`src/core/fcwi_defs.vh`:
```
// constants for the flash command write front end
`ifndef FCWI_DEFS_VH
`define FCWI_DEFS_VH
// widths
`define FCWI_AW           22
`define FCWI_DW           16
// unlock cycle addresses (low 11 bits compared)
`define FCWI_UNL_A1       11'h555
`define FCWI_UNL_A2       11'h2AA
// command data codes
`define FCWI_C_UNL1       8'hAA
`define FCWI_C_UNL2       8'h55
`define FCWI_C_PROG       8'hA0
`define FCWI_C_ERASE      8'h80
`define FCWI_C_CHIP       8'h10
`define FCWI_C_SECT       8'h30
`define FCWI_C_IDENT      8'h90
`define FCWI_C_RESET      8'hF0
`define FCWI_C_BYPASS     8'h20
`define FCWI_C_BPEXIT     8'h00
`define FCWI_C_SUSP       8'hB0
`define FCWI_C_RESUME     8'h30
`define FCWI_C_CFG        8'hD0
// config data bit that selects synchronous reads
`define FCWI_CFG_SYNC_BIT 15
// operation codes to the program/erase engine
`define FCWI_OP_PROG      3'h1
`define FCWI_OP_ERSECT    3'h2
`define FCWI_OP_ERCHIP    3'h3
`define FCWI_OP_SUSP      3'h4
`define FCWI_OP_RESUME    3'h5
// identification register offsets
`define FCWI_ID_MAKER_OFS 8'h00
`define FCWI_ID_PART_OFS  8'h01
`define FCWI_ID_PROT_OFS  8'h02
// identity values (arbitrary)
`define FCWI_ID_MAKER     16'h005A
`define FCWI_ID_PART      16'h1234
// bank codes on the top three address bits
`define FCWI_BANK_A       2'h0
`define FCWI_BANK_B       2'h1
`define FCWI_BANK_C       2'h2
`define FCWI_BANK_D       2'h3
// extra sector window after an erase sector write
`define FCWI_CLK_NS       40
`define FCWI_ERWIN_NS     50000
`define FCWI_ERWIN_CYC    (`FCWI_ERWIN_NS / `FCWI_CLK_NS)
`endif

```
`src/core/fcwi_core.v`:
```
// flash command write front end: pin capture, command decode, read mux
`include "fcwi_defs.vh"
`default_nettype none
module fcwi_core #(
  parameter AW      = `FCWI_AW,
  parameter DW      = `FCWI_DW,
  parameter ERWIN   = `FCWI_ERWIN_CYC
) (
  // clock and reset
  input  wire          clk,
  input  wire          rstn,
  // flash bus pins
  input  wire          ce_n,
  input  wire          we_n,
  input  wire          oe_n,
  input  wire          address_valid_n,
  input  wire [AW-1:0] addr,
  input  wire [DW-1:0] data_lines_in,
  output wire [DW-1:0] data_lines_out,
  output wire          data_lines_oe,
  // level detectors on special pins
  input  wire          accelerate_input_boost,
  input  wire          accelerate_input_low,
  input  wire          address_bit_nine_id,
  // array and engine side
  output wire [AW-1:0] arr_rd_addr,
  input  wire [DW-1:0] arr_rd_data,
  input  wire [3:0]    bank_busy,
  input  wire          erase_suspended,
  input  wire [7:0]    erase_unit,
  input  wire [DW-1:0] engine_status,
  input  wire          unit_protected,
  output wire [7:0]    query_unit,
  output reg           op_valid,
  output reg  [2:0]    op_code,
  output reg  [AW-1:0] op_addr,
  output reg  [DW-1:0] op_data,
  // mode status
  output wire          sync_read_mode,
  output wire          shortcut_mode,
  output wire          all_locked,
  output wire          ident_active
);

  // states of the command decoder
  localparam ST_IDLE = 4'd0;
  localparam ST_UNL1 = 4'd1;
  localparam ST_UNL2 = 4'd2;
  localparam ST_PROG = 4'd3;
  localparam ST_ER1  = 4'd4;
  localparam ST_ER2  = 4'd5;
  localparam ST_ER3  = 4'd6;
  localparam ST_ERW  = 4'd7;
  localparam ST_CFG  = 4'd8;
  localparam ST_BPX  = 4'd9;
  localparam PW      = 7;
  localparam BW      = AW + DW;

  // bank from the top three address bits: 000 A, 111 D, else B or C
  function [1:0] bank_of;
    input [AW-1:0] a;
    begin
      if (a[21:19] == 3'b000)
        bank_of = `FCWI_BANK_A;
      else if (a[21:19] == 3'b111)
        bank_of = `FCWI_BANK_D;
      else if (a[21] == 1'b0)
        bank_of = `FCWI_BANK_B;
      else
        bank_of = `FCWI_BANK_C;
    end
  endfunction

  // protection unit index from address bits 21..12
  function [7:0] unit_of;
    input [AW-1:0] a;
    reg   [9:0]    u;
    begin
      u = a[21:12];
      if (u[9:3] == 7'h00)
        unit_of = {5'h00, u[2:0]};
      else if (u[9:3] <= 7'h03)
        unit_of = 8'd7 + {1'b0, u[9:3]};
      else if (u[9:3] >= 7'h7F)
        unit_of = 8'd134 + {5'h00, u[2:0]};
      else if (u[9:3] >= 7'h7C)
        unit_of = 8'd131 + {6'h00, u[4:3]};
      else
        unit_of = 8'd11 + {u[9:5] - 5'h01, 2'b00};
    end
  endfunction

  // three-flop pin sync; a change counts once stages two and three agree
  reg [PW-1:0] s1_ff, s2_ff, s3_ff, pin_ff;
  reg [BW-1:0] b1_ff, b2_ff, b3_ff, b4_ff;
  wire [PW-1:0] pin_raw = {address_bit_nine_id, accelerate_input_low, accelerate_input_boost,
                           address_valid_n, oe_n, we_n, ce_n};
  always @(posedge clk or negedge rstn) begin
    if (!rstn) begin
      s1_ff  <= 7'h0F;
      s2_ff  <= 7'h0F;
      s3_ff  <= 7'h0F;
      pin_ff <= 7'h0F;
      b1_ff  <= {BW{1'b0}};
      b2_ff  <= {BW{1'b0}};
      b3_ff  <= {BW{1'b0}};
      b4_ff  <= {BW{1'b0}};
    end else begin
      s1_ff <= pin_raw;
      s2_ff <= s1_ff;
      s3_ff <= s2_ff;
      b1_ff <= {addr, data_lines_in};
      b2_ff <= b1_ff;
      b3_ff <= b2_ff;
      b4_ff <= b3_ff;
      pin_ff <= (s2_ff & ~(s2_ff ^ s3_ff)) | (pin_ff & (s2_ff ^ s3_ff));
    end
  end

  // filtered pin levels; bus stage four covers the filter's agreement cycle,
  // so address and data are those present at the strobe edge, not after it
  wire          ce_f   = pin_ff[0];
  wire          we_f   = pin_ff[1];
  wire          oe_f   = pin_ff[2];
  wire          avd_f  = pin_ff[3];
  wire          boost  = pin_ff[4];
  wire          acc_lo = pin_ff[5];
  wire          idhv   = pin_ff[6];
  wire [AW-1:0] bus_a  = b4_ff[BW-1:DW];
  wire [DW-1:0] bus_d  = b4_ff[DW-1:0];

  // write window is open while both strobes are low and output enable is high
  wire wr_now = ~we_f & ~ce_f & oe_f;
  reg  wr_ff;
  reg  [AW-1:0] wa_ff;
  reg  [AW-1:0] sa_ff;
  reg           sa_vld_ff;
  reg           sync_ff;
  wire wr_start = wr_now & ~wr_ff;
  wire wr_end   = ~wr_now & wr_ff;
  // async reads ignore address-valid, so the clock latch only exists in sync mode
  wire avd_latch = sync_ff & ~avd_f & ~ce_f & oe_f & we_f;
  always @(posedge clk or negedge rstn) begin
    if (!rstn) begin
      wr_ff     <= 1'b0;
      wa_ff     <= {AW{1'b0}};
      sa_ff     <= {AW{1'b0}};
      sa_vld_ff <= 1'b0;
    end else begin
      wr_ff <= wr_now;
      if (avd_latch) begin
        sa_ff     <= bus_a;
        sa_vld_ff <= 1'b1;
      end else if (wr_end | ce_f) begin
        sa_vld_ff <= 1'b0;
      end
      // address on the later of the two falls, clock latch wins in sync mode
      if (wr_start)
        wa_ff <= sa_vld_ff ? sa_ff : bus_a;
    end
  end

  // a completed write cycle: data taken on the first rising strobe
  wire          wcyc = wr_end;
  wire [AW-1:0] wadr = wa_ff;
  wire [DW-1:0] wdat = bus_d;
  wire [7:0]    wcmd = wdat[7:0];
  wire          a1   = wadr[10:0] == `FCWI_UNL_A1;
  wire          a2   = wadr[10:0] == `FCWI_UNL_A2;

  // decoder state and mode flags
  reg [3:0]  st_ff, nxt_st;
  reg        byp_ff, nxt_byp;
  reg        id_ff, nxt_id;
  reg [1:0]  idb_ff, nxt_idb;
  reg        nxt_sync;
  reg [10:0] win_ff, nxt_win;
  reg        nxt_opv;
  reg [2:0]  nxt_opc;
  wire       shortcut = byp_ff | boost;
  // a low accelerate level locks every unit against program and erase
  wire       locked   = acc_lo;
  wire [7:0] w_unit   = unit_of(wadr);
  // program during suspend is refused only in the unit being erased
  wire       susp_hit = erase_suspended & (w_unit == erase_unit);

  // command sequence decode
  always @* begin
    nxt_st   = st_ff;
    nxt_byp  = byp_ff;
    nxt_id   = id_ff;
    nxt_idb  = idb_ff;
    nxt_sync = sync_ff;
    nxt_win  = (win_ff != 11'd0) ? win_ff - 11'd1 : 11'd0;
    nxt_opv  = 1'b0;
    nxt_opc  = `FCWI_OP_PROG;
    if (st_ff == ST_ERW && win_ff == 11'd0)
      nxt_st = ST_IDLE;
    if (wcyc) begin
      nxt_st = ST_IDLE;
      if (wcmd == `FCWI_C_RESET && st_ff != ST_PROG) begin
        nxt_id = 1'b0;
      end else begin
        case (st_ff)
          ST_IDLE: begin
            if (shortcut && wcmd == `FCWI_C_PROG)
              nxt_st = ST_PROG;
            else if (byp_ff && wcmd == `FCWI_C_IDENT)
              nxt_st = ST_BPX;
            else if (wcmd == `FCWI_C_SUSP) begin
              nxt_opv = 1'b1;
              nxt_opc = `FCWI_OP_SUSP;
            end else if (wcmd == `FCWI_C_RESUME && erase_suspended) begin
              nxt_opv = 1'b1;
              nxt_opc = `FCWI_OP_RESUME;
            end else if (a1 && wcmd == `FCWI_C_UNL1)
              nxt_st = ST_UNL1;
          end
          ST_UNL1: begin
            if (a2 && wcmd == `FCWI_C_UNL2)
              nxt_st = ST_UNL2;
          end
          ST_UNL2: begin
            if (wcmd == `FCWI_C_PROG)
              nxt_st = ST_PROG;
            else if (a1 && wcmd == `FCWI_C_ERASE)
              nxt_st = ST_ER1;
            else if (a1 && wcmd == `FCWI_C_BYPASS)
              nxt_byp = 1'b1;
            else if (wcmd == `FCWI_C_CFG)
              nxt_st = ST_CFG;
            else if (wcmd == `FCWI_C_IDENT && !sync_ff) begin
              // entry via command, bank picked by the top address bits
              nxt_id  = 1'b1;
              nxt_idb = bank_of(wadr);
            end
          end
          ST_PROG: begin
            if (!locked && !susp_hit) begin
              nxt_opv = 1'b1;
              nxt_opc = `FCWI_OP_PROG;
            end
          end
          ST_ER1: begin
            if (a1 && wcmd == `FCWI_C_UNL1)
              nxt_st = ST_ER2;
          end
          ST_ER2: begin
            if (a2 && wcmd == `FCWI_C_UNL2)
              nxt_st = ST_ER3;
          end
          ST_ER3, ST_ERW: begin
            if (st_ff == ST_ER3 && a1 && wcmd == `FCWI_C_CHIP) begin
              nxt_opv = !locked;
              nxt_opc = `FCWI_OP_ERCHIP;
            end else if (wcmd == `FCWI_C_SECT) begin
              // each sector write within the window adds one more sector
              nxt_opv = !locked;
              nxt_opc = `FCWI_OP_ERSECT;
              nxt_st  = ST_ERW;
              nxt_win = ERWIN[10:0];
            end
          end
          ST_CFG: begin
            nxt_sync = wdat[`FCWI_CFG_SYNC_BIT];
            if (wdat[`FCWI_CFG_SYNC_BIT])
              nxt_id = 1'b0;
          end
          ST_BPX: begin
            if (wcmd == `FCWI_C_BPEXIT)
              nxt_byp = 1'b0;
          end
          default: nxt_st = ST_IDLE;
        endcase
      end
    end
  end

  // decoder registers and operation handoff
  always @(posedge clk or negedge rstn) begin
    if (!rstn) begin
      st_ff    <= ST_IDLE;
      byp_ff   <= 1'b0;
      id_ff    <= 1'b0;
      idb_ff   <= `FCWI_BANK_A;
      sync_ff  <= 1'b0;
      win_ff   <= 11'd0;
      op_valid <= 1'b0;
      op_code  <= 3'd0;
      op_addr  <= {AW{1'b0}};
      op_data  <= {DW{1'b0}};
    end else begin
      st_ff    <= nxt_st;
      byp_ff   <= nxt_byp;
      id_ff    <= nxt_id;
      idb_ff   <= nxt_idb;
      sync_ff  <= nxt_sync;
      win_ff   <= nxt_win;
      op_valid <= nxt_opv;
      if (nxt_opv) begin
        op_code <= nxt_opc;
        op_addr <= wadr;
        op_data <= wdat;
      end
    end
  end

  // read side: address from the bus pipe, answer registered
  wire       rd_act   = ~ce_f & ~oe_f & we_f;
  wire [1:0] rd_bank  = bank_of(bus_a);
  // high level on address bit nine opens identification for programmers, in async mode only
  wire       id_pin   = idhv & ~sync_ff;
  wire       id_here  = id_pin | (id_ff & (rd_bank == idb_ff));
  wire       busy_rd  = bank_busy[rd_bank] & ~erase_suspended;
  reg [DW-1:0] rdat_ff, nxt_rdat;
  reg          oe_ff;

  // identification register is apart from the array
  always @* begin
    nxt_rdat = arr_rd_data;
    if (id_here) begin
      case (bus_a[7:0])
        `FCWI_ID_MAKER_OFS: nxt_rdat = `FCWI_ID_MAKER;
        `FCWI_ID_PART_OFS:  nxt_rdat = `FCWI_ID_PART;
        `FCWI_ID_PROT_OFS:  nxt_rdat = {{(DW-1){1'b0}}, unit_protected | locked};
        default:            nxt_rdat = {DW{1'b0}};
      endcase
    end else if (busy_rd) begin
      // only the bank being worked shows status; others read the array
      nxt_rdat = engine_status;
    end
  end

  // read data and drive enable flops
  always @(posedge clk or negedge rstn) begin
    if (!rstn) begin
      rdat_ff <= {DW{1'b0}};
      oe_ff   <= 1'b0;
    end else begin
      rdat_ff <= nxt_rdat;
      oe_ff   <= rd_act;
    end
  end

  // outputs
  assign data_lines_out = rdat_ff;
  assign data_lines_oe  = oe_ff & rd_act;
  assign arr_rd_addr    = bus_a;
  assign query_unit     = unit_of(bus_a);
  assign sync_read_mode = sync_ff;
  assign shortcut_mode  = shortcut;
  assign all_locked     = locked;
  assign ident_active   = id_ff | id_pin;

endmodule
`default_nettype wire

```
`config.mk`:
```
export PLATFORM = sky130hd
export DESIGN_NAME = fcwi_core
export DESIGN_NICKNAME = d
export VERILOG_FILES = /design/src/core/fcwi_core.v
export VERILOG_INCLUDE_DIRS = /design/src /design/src/core
export SDC_FILE = /design/constraint.sdc
export NUM_CORES = 1
export LEC_CHECK = 0
export BUFFER_PORTS_ARGS = -buffer_cell sky130_fd_sc_hd__clkbuf_2
export CORE_ASPECT_RATIO = 0.9
export CORE_MARGIN = 3
export CORE_UTILIZATION = 28
export CTS_BUF_LIST = sky130_fd_sc_hd__clkbuf_2
export CTS_CLUSTER_DIAMETER = 50
export DETAILED_ROUTE_END_ITERATION = 12
export GPL_TIMING_DRIVEN = 0
export SLEW_MARGIN = 20
export SYNTH_ARGS = -nofsm -noshare
export SYNTH_HDL_FRONTEND = slang
export SYNTH_SLANG_ARGS = --single-unit
```
`constraint.sdc`:
```
create_clock -name clk -period 6.8 [get_ports clk]
set_input_delay 2.04 -clock clk [delete_from_list [all_inputs] [get_ports clk]]
set_output_delay 2.04 -clock clk [all_outputs]
set_load 0.02 [all_outputs]
```
==> parameters.txt, run 1 <==
Parameter                              Value

Timing
  Final clock skew    0.0961 ns
  Fin crit share    0.786
  Max Clk Rate    187 MHz
  Unrepaired setup endpoints after global routing    no
  Final Critical Period    5.34 ns
  Final setup violation count    0
  Transition at the pin with the smallest max-transition slack    0.967 ns
  Hold slack final    0.290 ns
  Worst-case headroom to the max-slew limit    0.346
  Final-report hold violation count    0
  Final-report max-slew violation count    0
  Final setup margin    1.46 ns

Clock network
  Number of buffers added for setup after CTS    0
  Number of hold buffers added after cts    0
  Latest clock arrival within the worst-skew pair    0.95 ns
  Root Buffer Master    clkbuf_2
  Number of CTS-inserted buffers    81
  CTS Sinks    305
  Largest buffer count on any clock path    3
  CTS tree    done
  Clock input transition at the sequential cells of the worst setup and hold paths    0.09 ns
  H-Tree Depth    3
  Post_cts resized    0

Power
  Maximum ir drop on the vdd rail    129 uV
  Cell leakage power    6.84 nW
  Overall power of the completed layout    3.86 mW
  Power density over the cells    272 nW/um^2

GRT
  Via count of the first global-routing pass    8270
  Total gr overflow    0
  Wire length of the first global-routing pass    45000 um
  Total global routing track utilization    0.127
  Maximum number of pins on one net before global-route repair    95
  Initial antenna violation count    1

Worst setup path
  Kind of start point of the critical path    flip-flop
  Data arrival at the endpoint of the critical path    3.30 ns
  Cell with the biggest individual delay on the critical path    dfrtp_1
  Kind of end point of the critical path    primary output
  Worst flop-to-flop path endpoint    op_addr[17]
  Worst reg-to-reg path cell count    15
  Max Fanout on Critical Path    10
  Cells along the critical path    clkbuf_1 -> nand3_1 -> a21oi_1 -> nor2_1 -> a211oi_1 -> a211oi_1 -> a21oi_1 -> clkbuf_2
  CP Class    reg -> out
  Reg-to-Reg Start    wa_ff[18]
  Start point of the critical path    b4_ff[37]
  Required time worst endpoint    4.76 ns
  Max incr delay on CP    0.55 ns
  Reg-to-reg slack, setup    2.59 ns

Min path
  Class of the tightest hold or removal check    reg -> reg
  Cell count of the worst hold path    0
  Worst min-delay path startpoint    b3_ff[17]
  Worst Hold End    b4_ff[17]

Drt
  Final Routed Wirelength    27900 um
  Via-per-instance ratio    4.45
  First-pass iteration count of the detailed router    4
  Number of antenna-violating nets in the routed design    0
  Vias    7874
  Iter 0 DRT Violations    366
  Routed wirelength normalized by instance count    15.7 um
  Drc violations    0

Placed design
  Port bufs    185
  Detailed-placement wirelength estimate    19900 um
  Placer's final routability congestion estimate    0.836
  Worst setup slack after placement    2.06 ns

Synth
  Post-Synthesis Net Count    1018
  Count of flip-flops with a built-in enable after synthesis    0
  Area of the mapped netlist    11800 um^2
  Async set-reset flop share out of synthesis    1.00
  Seq cells post-synth    305
  Prevailing post-synth register cell    dfrtp_1
  Post-Syn Area per Cell    13.0 um^2
  Distinct cell type count of the synthesized netlist    71
  Proportion of synthesized chip area in sequential cells    0.648
  Post-Syn Instances    906
  Count of synthesis-stage warnings from yosys    0

Floorplanning
  Floorplan Core Area    41200 um^2
  Top-level port count    186
  Die X-Extent    222 um
  Die Area    44700 um^2
  Number of core rows    70
  Die Height    201 um
  Initial Utilization    0.287

Cells and area
  Most common cell after layout, fill and taps aside    clkbuf_2
  Area growth, synth to finish    20.3%
  Fraction of final layout cells with drive strength greater than 1    0.351
  Number of nets in the layout    1290
  Commonest cells after routing, fill and taps aside    clkbuf_2 (297), dfrtp_1 (289), nor2_1 (76)
  Number of fillers in the final layout    4178

Status
  Run status    finished, final reports clean

Run
  Max-cap violation count    0
-- worst max path at each step --
stage / cells past startpoint / slack, ns / to
floorplan: 9 / 2.61 / query_unit[1]
global placement: 1 / -2.83 / op_code[0]
detailed placement: 10 / 2.06 / query_unit[1]
CTS: 10 / 0.94 / query_unit[1]
global route: 8 / 1.07 / query_unit[2]
finish: 8 / 1.46 / query_unit[2]
-- where the power goes --
group / switching [mW] / leakage (nW) / internal, mW
registers: 0.0958 / 3.74 / 1.93
logic: 0.378 / 2.59 / 0.243
clock network: 0.731 / 0.512 / 0.481
-- per-stage QoR --
stage	TNS [ns]	utilization	cells	area, um^2
floorplan	0	-	906	11800
global placement	-810.20	0.326	1631	13400
detailed placement	0	0.328	1635	13500
CTS	0	0.345	1770	14200
global route	0	0.345	1771	14200
finish	0	0.345	1771	14200
-- layer usage --
metal  track usage  share of wire  up-vias
met5             0              0        -
met4        0.0509          0.024        0
met3        0.0408          0.062       50
met2         0.189           0.45      220
met1         0.172           0.46     3853
li1              -              -     3751
-- registers in the layout, indices dropped and copies added, names as in the netlist, 3 cells and up, named ones only --
name / count
op_addr: 22
s2_ff: 7
wa_ff: 22
s3_ff: 7
b3_ff: 38
st_ff: 4
b1_ff: 38
b2_ff: 38
b4_ff: 38
op_data: 16
win_ff: 11
s1_ff: 7
sa_ff: 22
data_lines_out: 16
op_code: 3
-- worst max-delay path, delay by kind of cell, from the launching register on --
kind | cells | cell delay, ns
AO/OA/AOI/OAI | 4 | 0.90
AND/OR/NAND/NOR | 2 | 0.34
buffers and inverters | 2 | 0.63
flip-flops | 1 | 0.55
-- synthesized netlist by cell type, drive strengths merged (5+ instances only) --
cell	n	area [um^2]
a21oi	45	229
nand3	18	90.1
mux2i	41	410
a31oi	10	68.8
or3	7	43.8
nor2	76	285
o21ai	24	124
nand4	5	31.3
xnor2	10	87.6
a21o	6	45.0
nand2b	6	37.5
clkbuf	24	90.1
nor2b	8	50.1
nor4	10	77.6
ha	19	238
nand4b	6	52.6
and3	5	31.3
maj3	8	80.1
inv	28	105
nand2	46	173
nor4b	5	43.8
a211oi	7	52.6
mux2	65	766
dfrtp	289	7230
dfstp	16	420
xor2	10	87.6
nor3	19	95.1
o211ai	5	37.5
buf	32	226
-- cells by family (layout without fill, tap and decap cells) --
kind of cell / Yosys count / in the layout / share of synthesized area
flip-flops: 305 / 305 / 0.648
AND/OR/NAND/NOR: 228 / 228 / 0.0984
AO/OA/AOI/OAI: 136 / 136 / 0.0762
multiplexers: 106 / 106 / 0.0996
buffers and inverters: 84 / 408 / 0.0357
adder cells (fa/ha/maj): 27 / 27 / 0.0269
XOR/XNOR: 20 / 20 / 0.0148
other: 0 / 1 / 0
-- area by class of cell --
type                       count  area [um^2]  area share
sequential                   305         7650       0.539
multi-input combinational    517         3740       0.263
timing repair buffer         189         1020      0.0721
tap                          540          676      0.0476
clock buffer                 113          566      0.0398
buffer                        56          317      0.0223
clock inverter                22          120     0.00846
inverter                      28          105     0.00740
antenna                        1         2.50    0.000176
Power figures use the tool's default switching activity.
==> run 2, diff against run 1 <==
Clock period 6.8 ns to 5.05 ns, I/O delays scaled along.
==> run 2 against run 1 <==
  * Non-clock buffer count fell by 1
  * Register-to-register slack got worse by 1.7 ns
  * Design area barely moved
  * Combinational power rose by 34%
  * Flip-flop and latch count did not move
  * Hold slack barely moved
  * Die area did not move
==> parameters.txt, run 2 (synthesis gave the netlist of run 1 again) <==
Parameter                              Value

Floorplanning
  Number of core rows    70
  Floorplan Core Area    41200 um^2
  Die X-Extent    222 um
  Die Height    201 um
  Top-level port count    186
  Initial Utilization    0.287
  Die Area    44700 um^2

Timing
  Hold slack final    0.291 ns
  Unrepaired setup endpoints after global routing    yes
  Final Critical Period    4.70 ns
  Max Clk Rate    213 MHz
  Transition at the pin with the smallest max-transition slack    0.942 ns
  Worst-case headroom to the max-slew limit    0.363
  Final-report hold violation count    0
  Fin crit share    0.932
  Setup TNS    0 ns
  Final-report max-slew violation count    0
  Final setup margin    0.346 ns
  Final clock skew    0.0953 ns
  Final setup violation count    0

Power
  Reported net switching power    1.62 mW
  Share of power burned in the clock network    0.314
  Sw frac    0.312
  Overall power of the completed layout    5.20 mW
  Portion of total power attributed to sequential cells    0.526
  Cell leakage power    6.84 nW
  Total internal power    3.58 mW
  Gate power share    0.160
  Maximum ir drop on the vdd rail    174 uV
  Power density over the cells    366 nW/um^2

Worst setup path
  CP most frequent cell    a21oi_1
  CP Class    reg -> out
  Data arrival at the endpoint of the critical path    3.19 ns
  Max Fanout on Critical Path    9
  Required time worst endpoint    3.54 ns
  CP top delay family    simple AND/OR/NAND/NOR gates
  Kind of end point of the critical path    primary output
  Cell with the biggest individual delay on the critical path    nor4_2
  Kind of start point of the critical path    flip-flop
  Max incr delay on CP    0.52 ns
  Count of buffering cells on the critical path with inverters included    3
  Cells along the critical path    clkbuf_1 -> inv_1 -> ha_1 -> a21oi_1 -> nor4_2 -> or2_2 -> a21oi_1 -> o21ai_0 -> o31ai_1 -> clkbuf_2

Drt
  First-pass iteration count of the detailed router    5
  Drc violations    0
  Iter 0 DRT Violations    388
  Via-per-instance ratio    4.43
  Routed wirelength normalized by instance count    15.8 um
  Vias    7839
  Final Routed Wirelength    27900 um
  Number of antenna-violating nets in the routed design    0

Cells and area
  Area growth, synth to finish    20.4%
  Number of nets in the layout    1289
  Most common cell after layout, fill and taps aside    clkbuf_2
  Commonest cells after routing, fill and taps aside    clkbuf_2 (298), dfrtp_1 (289), nor2_1 (76)
  Number of fillers in the final layout    4177
  Fraction of final layout cells with drive strength greater than 1    0.353

Min path
  Class of the tightest hold or removal check    reg -> reg

GRT
  Initial antenna violation count    1
  Total global routing track utilization    0.127
  Via count of the first global-routing pass    8271
  Wire length of the first global-routing pass    45000 um
  Maximum number of pins on one net before global-route repair    95
  Total gr overflow    0

Clock network
  Root Buffer Master    clkbuf_2
  Largest buffer count on any clock path    3
  Clock input transition at the sequential cells of the worst setup and hold paths    0.09 ns
  CTS tree    done
  Latest clock arrival within the worst-skew pair    0.95 ns
  Number of hold buffers added after cts    0
  Number of CTS-inserted buffers    81
  H-Tree Depth    3
  CTS Sinks    305

Placed design
  Placer's final routability congestion estimate    0.836
  Detailed-placement wirelength estimate    19900 um
  Port bufs    185
  Worst setup slack after placement    0.835 ns

Run
  Max-cap violation count    0

Status
  Run status    finished, final reports clean
## run 2: stage by stage
stage | instances | cell area, um^2 | utilization
2_1_floorplan | 906 | 11800 | -
3_3_place_gp | 1631 | 13400 | 0.326
3_5_place_dp | 1635 | 13500 | 0.328
4_1_cts | 1770 | 14200 | 0.345
5_1_grt | 1770 | 14200 | 0.345
6_report | 1770 | 14200 | 0.345
## run 2: area by class of cell
cell class	count	area, um^2	area share
Multi-Input combinational cell	517	3750	0.264
Tap cell	540	676	0.0476
Buffer	55	314	0.0221
Timing Repair Buffer	189	1020	0.0721
Inverter	28	105	0.00740
Clock buffer	113	566	0.0398
Sequential cell	305	7650	0.539
Clock inverter	22	120	0.00846
Antenna cell	1	2.50	0.000176
## run 2: repair_timing
item	CTS	global route
pin swaps	0	0
resized for setup	1	3
setup endpoints to repair	5	3
setup buffers	0	0
## run 2: power by group through the flow
stage / sequential [mW] / combinational [mW] / clock (mW)
2_1_floorplan: 2.76 / 0.531 / 0
3_3_place_gp: 2.78 / 0.823 / 0
3_5_place_dp: 2.78 / 0.837 / 0
4_1_cts: 2.74 / 0.844 / 1.74
5_1_grt: 2.76 / 0.941 / 1.87
6_report: 2.73 / 0.834 / 1.63
## run 2: path summary, 6_finish.rpt
kind,from,to,slack (ns),cells after the start
max in group asynchronous,rstn,s2_ff[1],3.19,3
min in group asynchronous,rstn,op_addr[7],0.55,1
setup / recovery,b4_ff[34],query_unit[1],0.35,10
hold reg to reg,b3_ff[17],b4_ff[17],0.29,0
hold / removal,b3_ff[17],b4_ff[17],0.29,0
setup reg to reg,wa_ff[18],op_addr[17],0.89,15
## run 2: metal layers
layer	GRT usage	wire length, um	vias to the layer above
met5	0	0	-
met4	0.0509	653	0
met3	0.0408	1650	49
met2	0.189	12600	211
met1	0.172	13000	3834
li1	-	-	3745
## run 2: worst register-to-register path: stages, from the launching register on
cell,delay [ns]
dfrtp_1,0.47
clkbuf_1,0.40
inv_1,0.12
ha_1,0.36
inv_1,0.07
ha_1,0.26
or3_1,0.35
o32a_1,0.30
a31oi_1,0.23
xnor2_1,0.22
nand4b_1,0.21
nor4_4,0.25
o21ai_2,0.16
buf_6,0.19
buf_6,0.17
mux2_4,0.30
==> run 3, diff against run 2 <==
Settings changed: ABC_AREA set to 1.
==> run 3 against run 2 <==
  * Wire length rose by 4.7%
  * Setup slack got worse by 0.028 ns
  * Design area grew 0.11%
  * Synthesized cell count up 27%
  * Sequential power about the same
  * Clock power rose by 8%
  * Flip-flop and latch count unchanged
  * Via count up 12%
  * Hold slack better by 0.020 ns
  * Clock skew shrank 0.0085 ns
==> parameters.txt, run 3 <==
Parameter                              Value

Status
  Run status    finished, final reports clean

GRT
  Wire length of the first global-routing pass    48300 um
  Initial antenna violation count    3
  Total gr overflow    0
  Met2 global-route usage    0.200
  Met3 track demand over resource in global routing    0.0418
  Total global routing track utilization    0.135
  Via count of the first global-routing pass    9185
  Maximum number of pins on one net before global-route repair    91
  Most heavily used metal layer in global routing    met2
  GR Util met1    0.183

Synth
  Area share of the leading cell type in the synthesized netlist    0.615
  Cell taking the most area after synthesis    dfrtp_1
  Post-Synthesis Net Count    1261
  Distinct cell type count of the synthesized netlist    47
  Count of synthesis-stage warnings from yosys    0
  Most instantiated library cell after synthesis    dfrtp_1
  Top post-synthesis cells by count    dfrtp_1 (289), nand2_1 (243), o21ai_0 (119)
  Post-Syn Instances    1149
  Proportion of synthesized chip area in sequential cells    0.651
  Main area contributors after synthesis    dfrtp_1 (62%), nand2_1 (7.8%), o21ai_0 (5.1%), inv_1 (3.7%), nand3_1 (3.7%)
  Async set-reset flop share out of synthesis    1.00
  Area of the mapped netlist    11800 um^2
  Prevailing post-synth register cell    dfrtp_1
  Post-Syn Area per Cell    10.2 um^2
  Seq cells post-synth    305
  Count of flip-flops with a built-in enable after synthesis    0

Worst setup path
  Start point of the critical path    b4_ff[34]
  CP Class    reg -> out
  Max Fanout on Critical Path    8
  Worst reg-to-reg path cell count    23
  Max incr delay on CP    0.48 ns
  Reg-to-Reg Start    wa_ff[17]
  Cells along the critical path    clkinv_1 -> ha_1 -> xor2_1 -> ha_1 -> xnor2_1 -> nor4_1 -> clkbuf_2
  Cell with the biggest individual delay on the critical path    nor4_1
  Kind of end point of the critical path    primary output
  Data arrival at the endpoint of the critical path    3.22 ns
  Required time worst endpoint    3.54 ns
  Worst flop-to-flop path endpoint    op_addr[11]
  Reg-to-reg slack, setup    2.02 ns
  CP most frequent cell    ha_1
  Kind of start point of the critical path    flip-flop

Clock network
  H-Tree Depth    3
  CTS tree    done
  Clock input transition at the sequential cells of the worst setup and hold paths    0.10 ns
  CTS Sinks    305
  Latest clock arrival within the worst-skew pair    0.93 ns
  Largest buffer count on any clock path    3
  Root Buffer Master    clkbuf_2
  Number of CTS-inserted buffers    83
  Number of hold buffers added after cts    0

Placed design
  Placer's final routability congestion estimate    0.864
  Worst setup slack after placement    1.20 ns
  Count of placed standard cells including taps    1877
  Detailed-placement wirelength estimate    21600 um
  Port bufs    185

Cells and area
  Most common cell after layout, fill and taps aside    clkbuf_2
  Fraction of final layout cells with drive strength greater than 1    0.259
  Commonest cells after routing, fill and taps aside    clkbuf_2 (296), dfrtp_1 (289), nand2_1 (243)
  Number of standard cells in the layout, taps in and fillers out    2019
  Area of the multi-input gates    3320 um^2
  Number of fillers in the final layout    4253
  Sequential cell area    7650 um^2
  Area growth, synth to finish    21.0%
  Number of nets in the layout    1534

Power
  Maximum ir drop on the vdd rail    150 uV
  Cell leakage power    7.30 nW
  Power density over the cells    367 nW/um^2

Timing
  Worst-case headroom to the max-slew limit    0.482
  Setup TNS    0 ns
  Final setup margin    0.318 ns
  Final Critical Period    4.73 ns
  Max Clk Rate    211 MHz
  Final-report hold violation count    0
  Transition at the pin with the smallest max-transition slack    0.770 ns
  Final-report max-slew violation count    0
  Fin crit share    0.937
  Final clock skew    0.0868 ns
  Unrepaired setup endpoints after global routing    no
  Final setup violation count    0

Floorplanning
  Die Area    44500 um^2
  Floorplan Core Area    41000 um^2
  Die X-Extent    222 um
  Top-level port count    186
  Initial Utilization    0.287
  Die Height    200 um
  Number of core rows    70

Drt
  Number of antenna-violating nets in the routed design    0
  Drc violations    0
  Via-per-instance ratio    4.34
  Vias    8762
  Routed wirelength normalized by instance count    14.5 um
  Final Routed Wirelength    29300 um
  First-pass iteration count of the detailed router    5
  Iter 0 DRT Violations    691

Min path
  Worst Hold End    b3_ff[15]
  Worst min-delay path startpoint    b2_ff[15]
  Cell count of the worst hold path    0
  Class of the tightest hold or removal check    reg -> reg

Run
  Max-cap violation count    0
[run 3: changes by cell type in the layout (fill, tap and decap cells not counted), sizes merged, moves of 8 or more]
| cell | previous run | this run |
|---|---|---|
| mux2i | 41 | 0 |
| nand2 | 46 | 249 |
| nor2b | 8 | 0 |
| mux2 | 65 | 0 |
| nor2 | 76 | 89 |
| o21ai | 24 | 120 |
| nand3 | 18 | 87 |
| a21oi | 45 | 14 |
| inv | 28 | 123 |
[run 3: worst max-delay path: cells and delay by family, from the launching register on]
| family | cells | cell delay [ns] |
|---|---|---|
| xor gates and xnor gates | 2 | 0.29 |
| adders and majority gates | 2 | 0.55 |
| buffers and inverters | 2 | 0.56 |
| DFF | 1 | 0.41 |
| and+or+nand+nor | 1 | 0.48 |
[run 3: worst max path at each step]
stage,end,depth (start not counted)
after floorplan,query_unit[5],6
after global placement,op_data[1],1
after detailed placement,query_unit[7],9
after CTS,query_unit[7],9
after global routing,query_unit[5],7
final,query_unit[5],7
[run 3: layout make-up]
type / count / share of cell area
Clock buffer: 112 / 0.0394
Tap cell: 540 / 0.0475
Clock inverter: 27 / 0.0142
Timing Repair Buffer: 188 / 0.0715
Multi-Input combinational cell: 670 / 0.234
Antenna cell: 3 / 0.000528
Buffer: 51 / 0.0226
Inverter: 123 / 0.0325
Sequential cell: 305 / 0.538
[run 3: cells by family (layout without fill, tap and decap cells)]
kind of cell	Yosys count	in the layout	share of synthesized area
adders and majority gates	26	26	0.0262
AOI/OAI and AO/OA	158	158	0.0729
other	0	3	0
DFF	305	305	0.651
xor gates and xnor gates	11	11	0.00820
and+or+nand+nor	475	475	0.175
buffers and inverters	174	501	0.0667
[run 3: stage by stage]
| stage | util | power, mW | hold slack [ns] | cell area (um^2) |
|---|---|---|---|---|
| final | 0.347 | 5.22 | 0.311 | 14200 |
| after global routing | 0.347 | 5.60 | 0.311 | 14200 |
| after CTS | 0.347 | 5.35 | 0.303 | 14200 |
| after detailed placement | 0.328 | 3.52 | 0.335 | 13400 |
| after global placement | 0.326 | 3.50 | 0.331 | 13400 |
| after floorplan | - | 3.21 | 0.331 | 11800 |
[run 3: what timing repair did]
action	4_1_cts	5_1_grt
resized for setup	0	1
setup buffers	0	0
endpoints found under the setup margin	0	3
[run 3: metal layers]
metal | up-vias | share of wire
met3 | 65 | 0.060
li1 | 4290 | -
met1 | 4142 | 0.48
met4 | 0 | 0.026
met5 | - | 0
met2 | 265 | 0.44
[run 3: report_power, final]
group / internal [mW] / leakage (nW) / total (mW) / switching (mW)
combinational: 0.259 / 2.96 / 0.751 / 0.491
sequential: 2.60 / 3.77 / 2.71 / 0.114
clock: 0.758 / 0.566 / 1.76 / 1.00
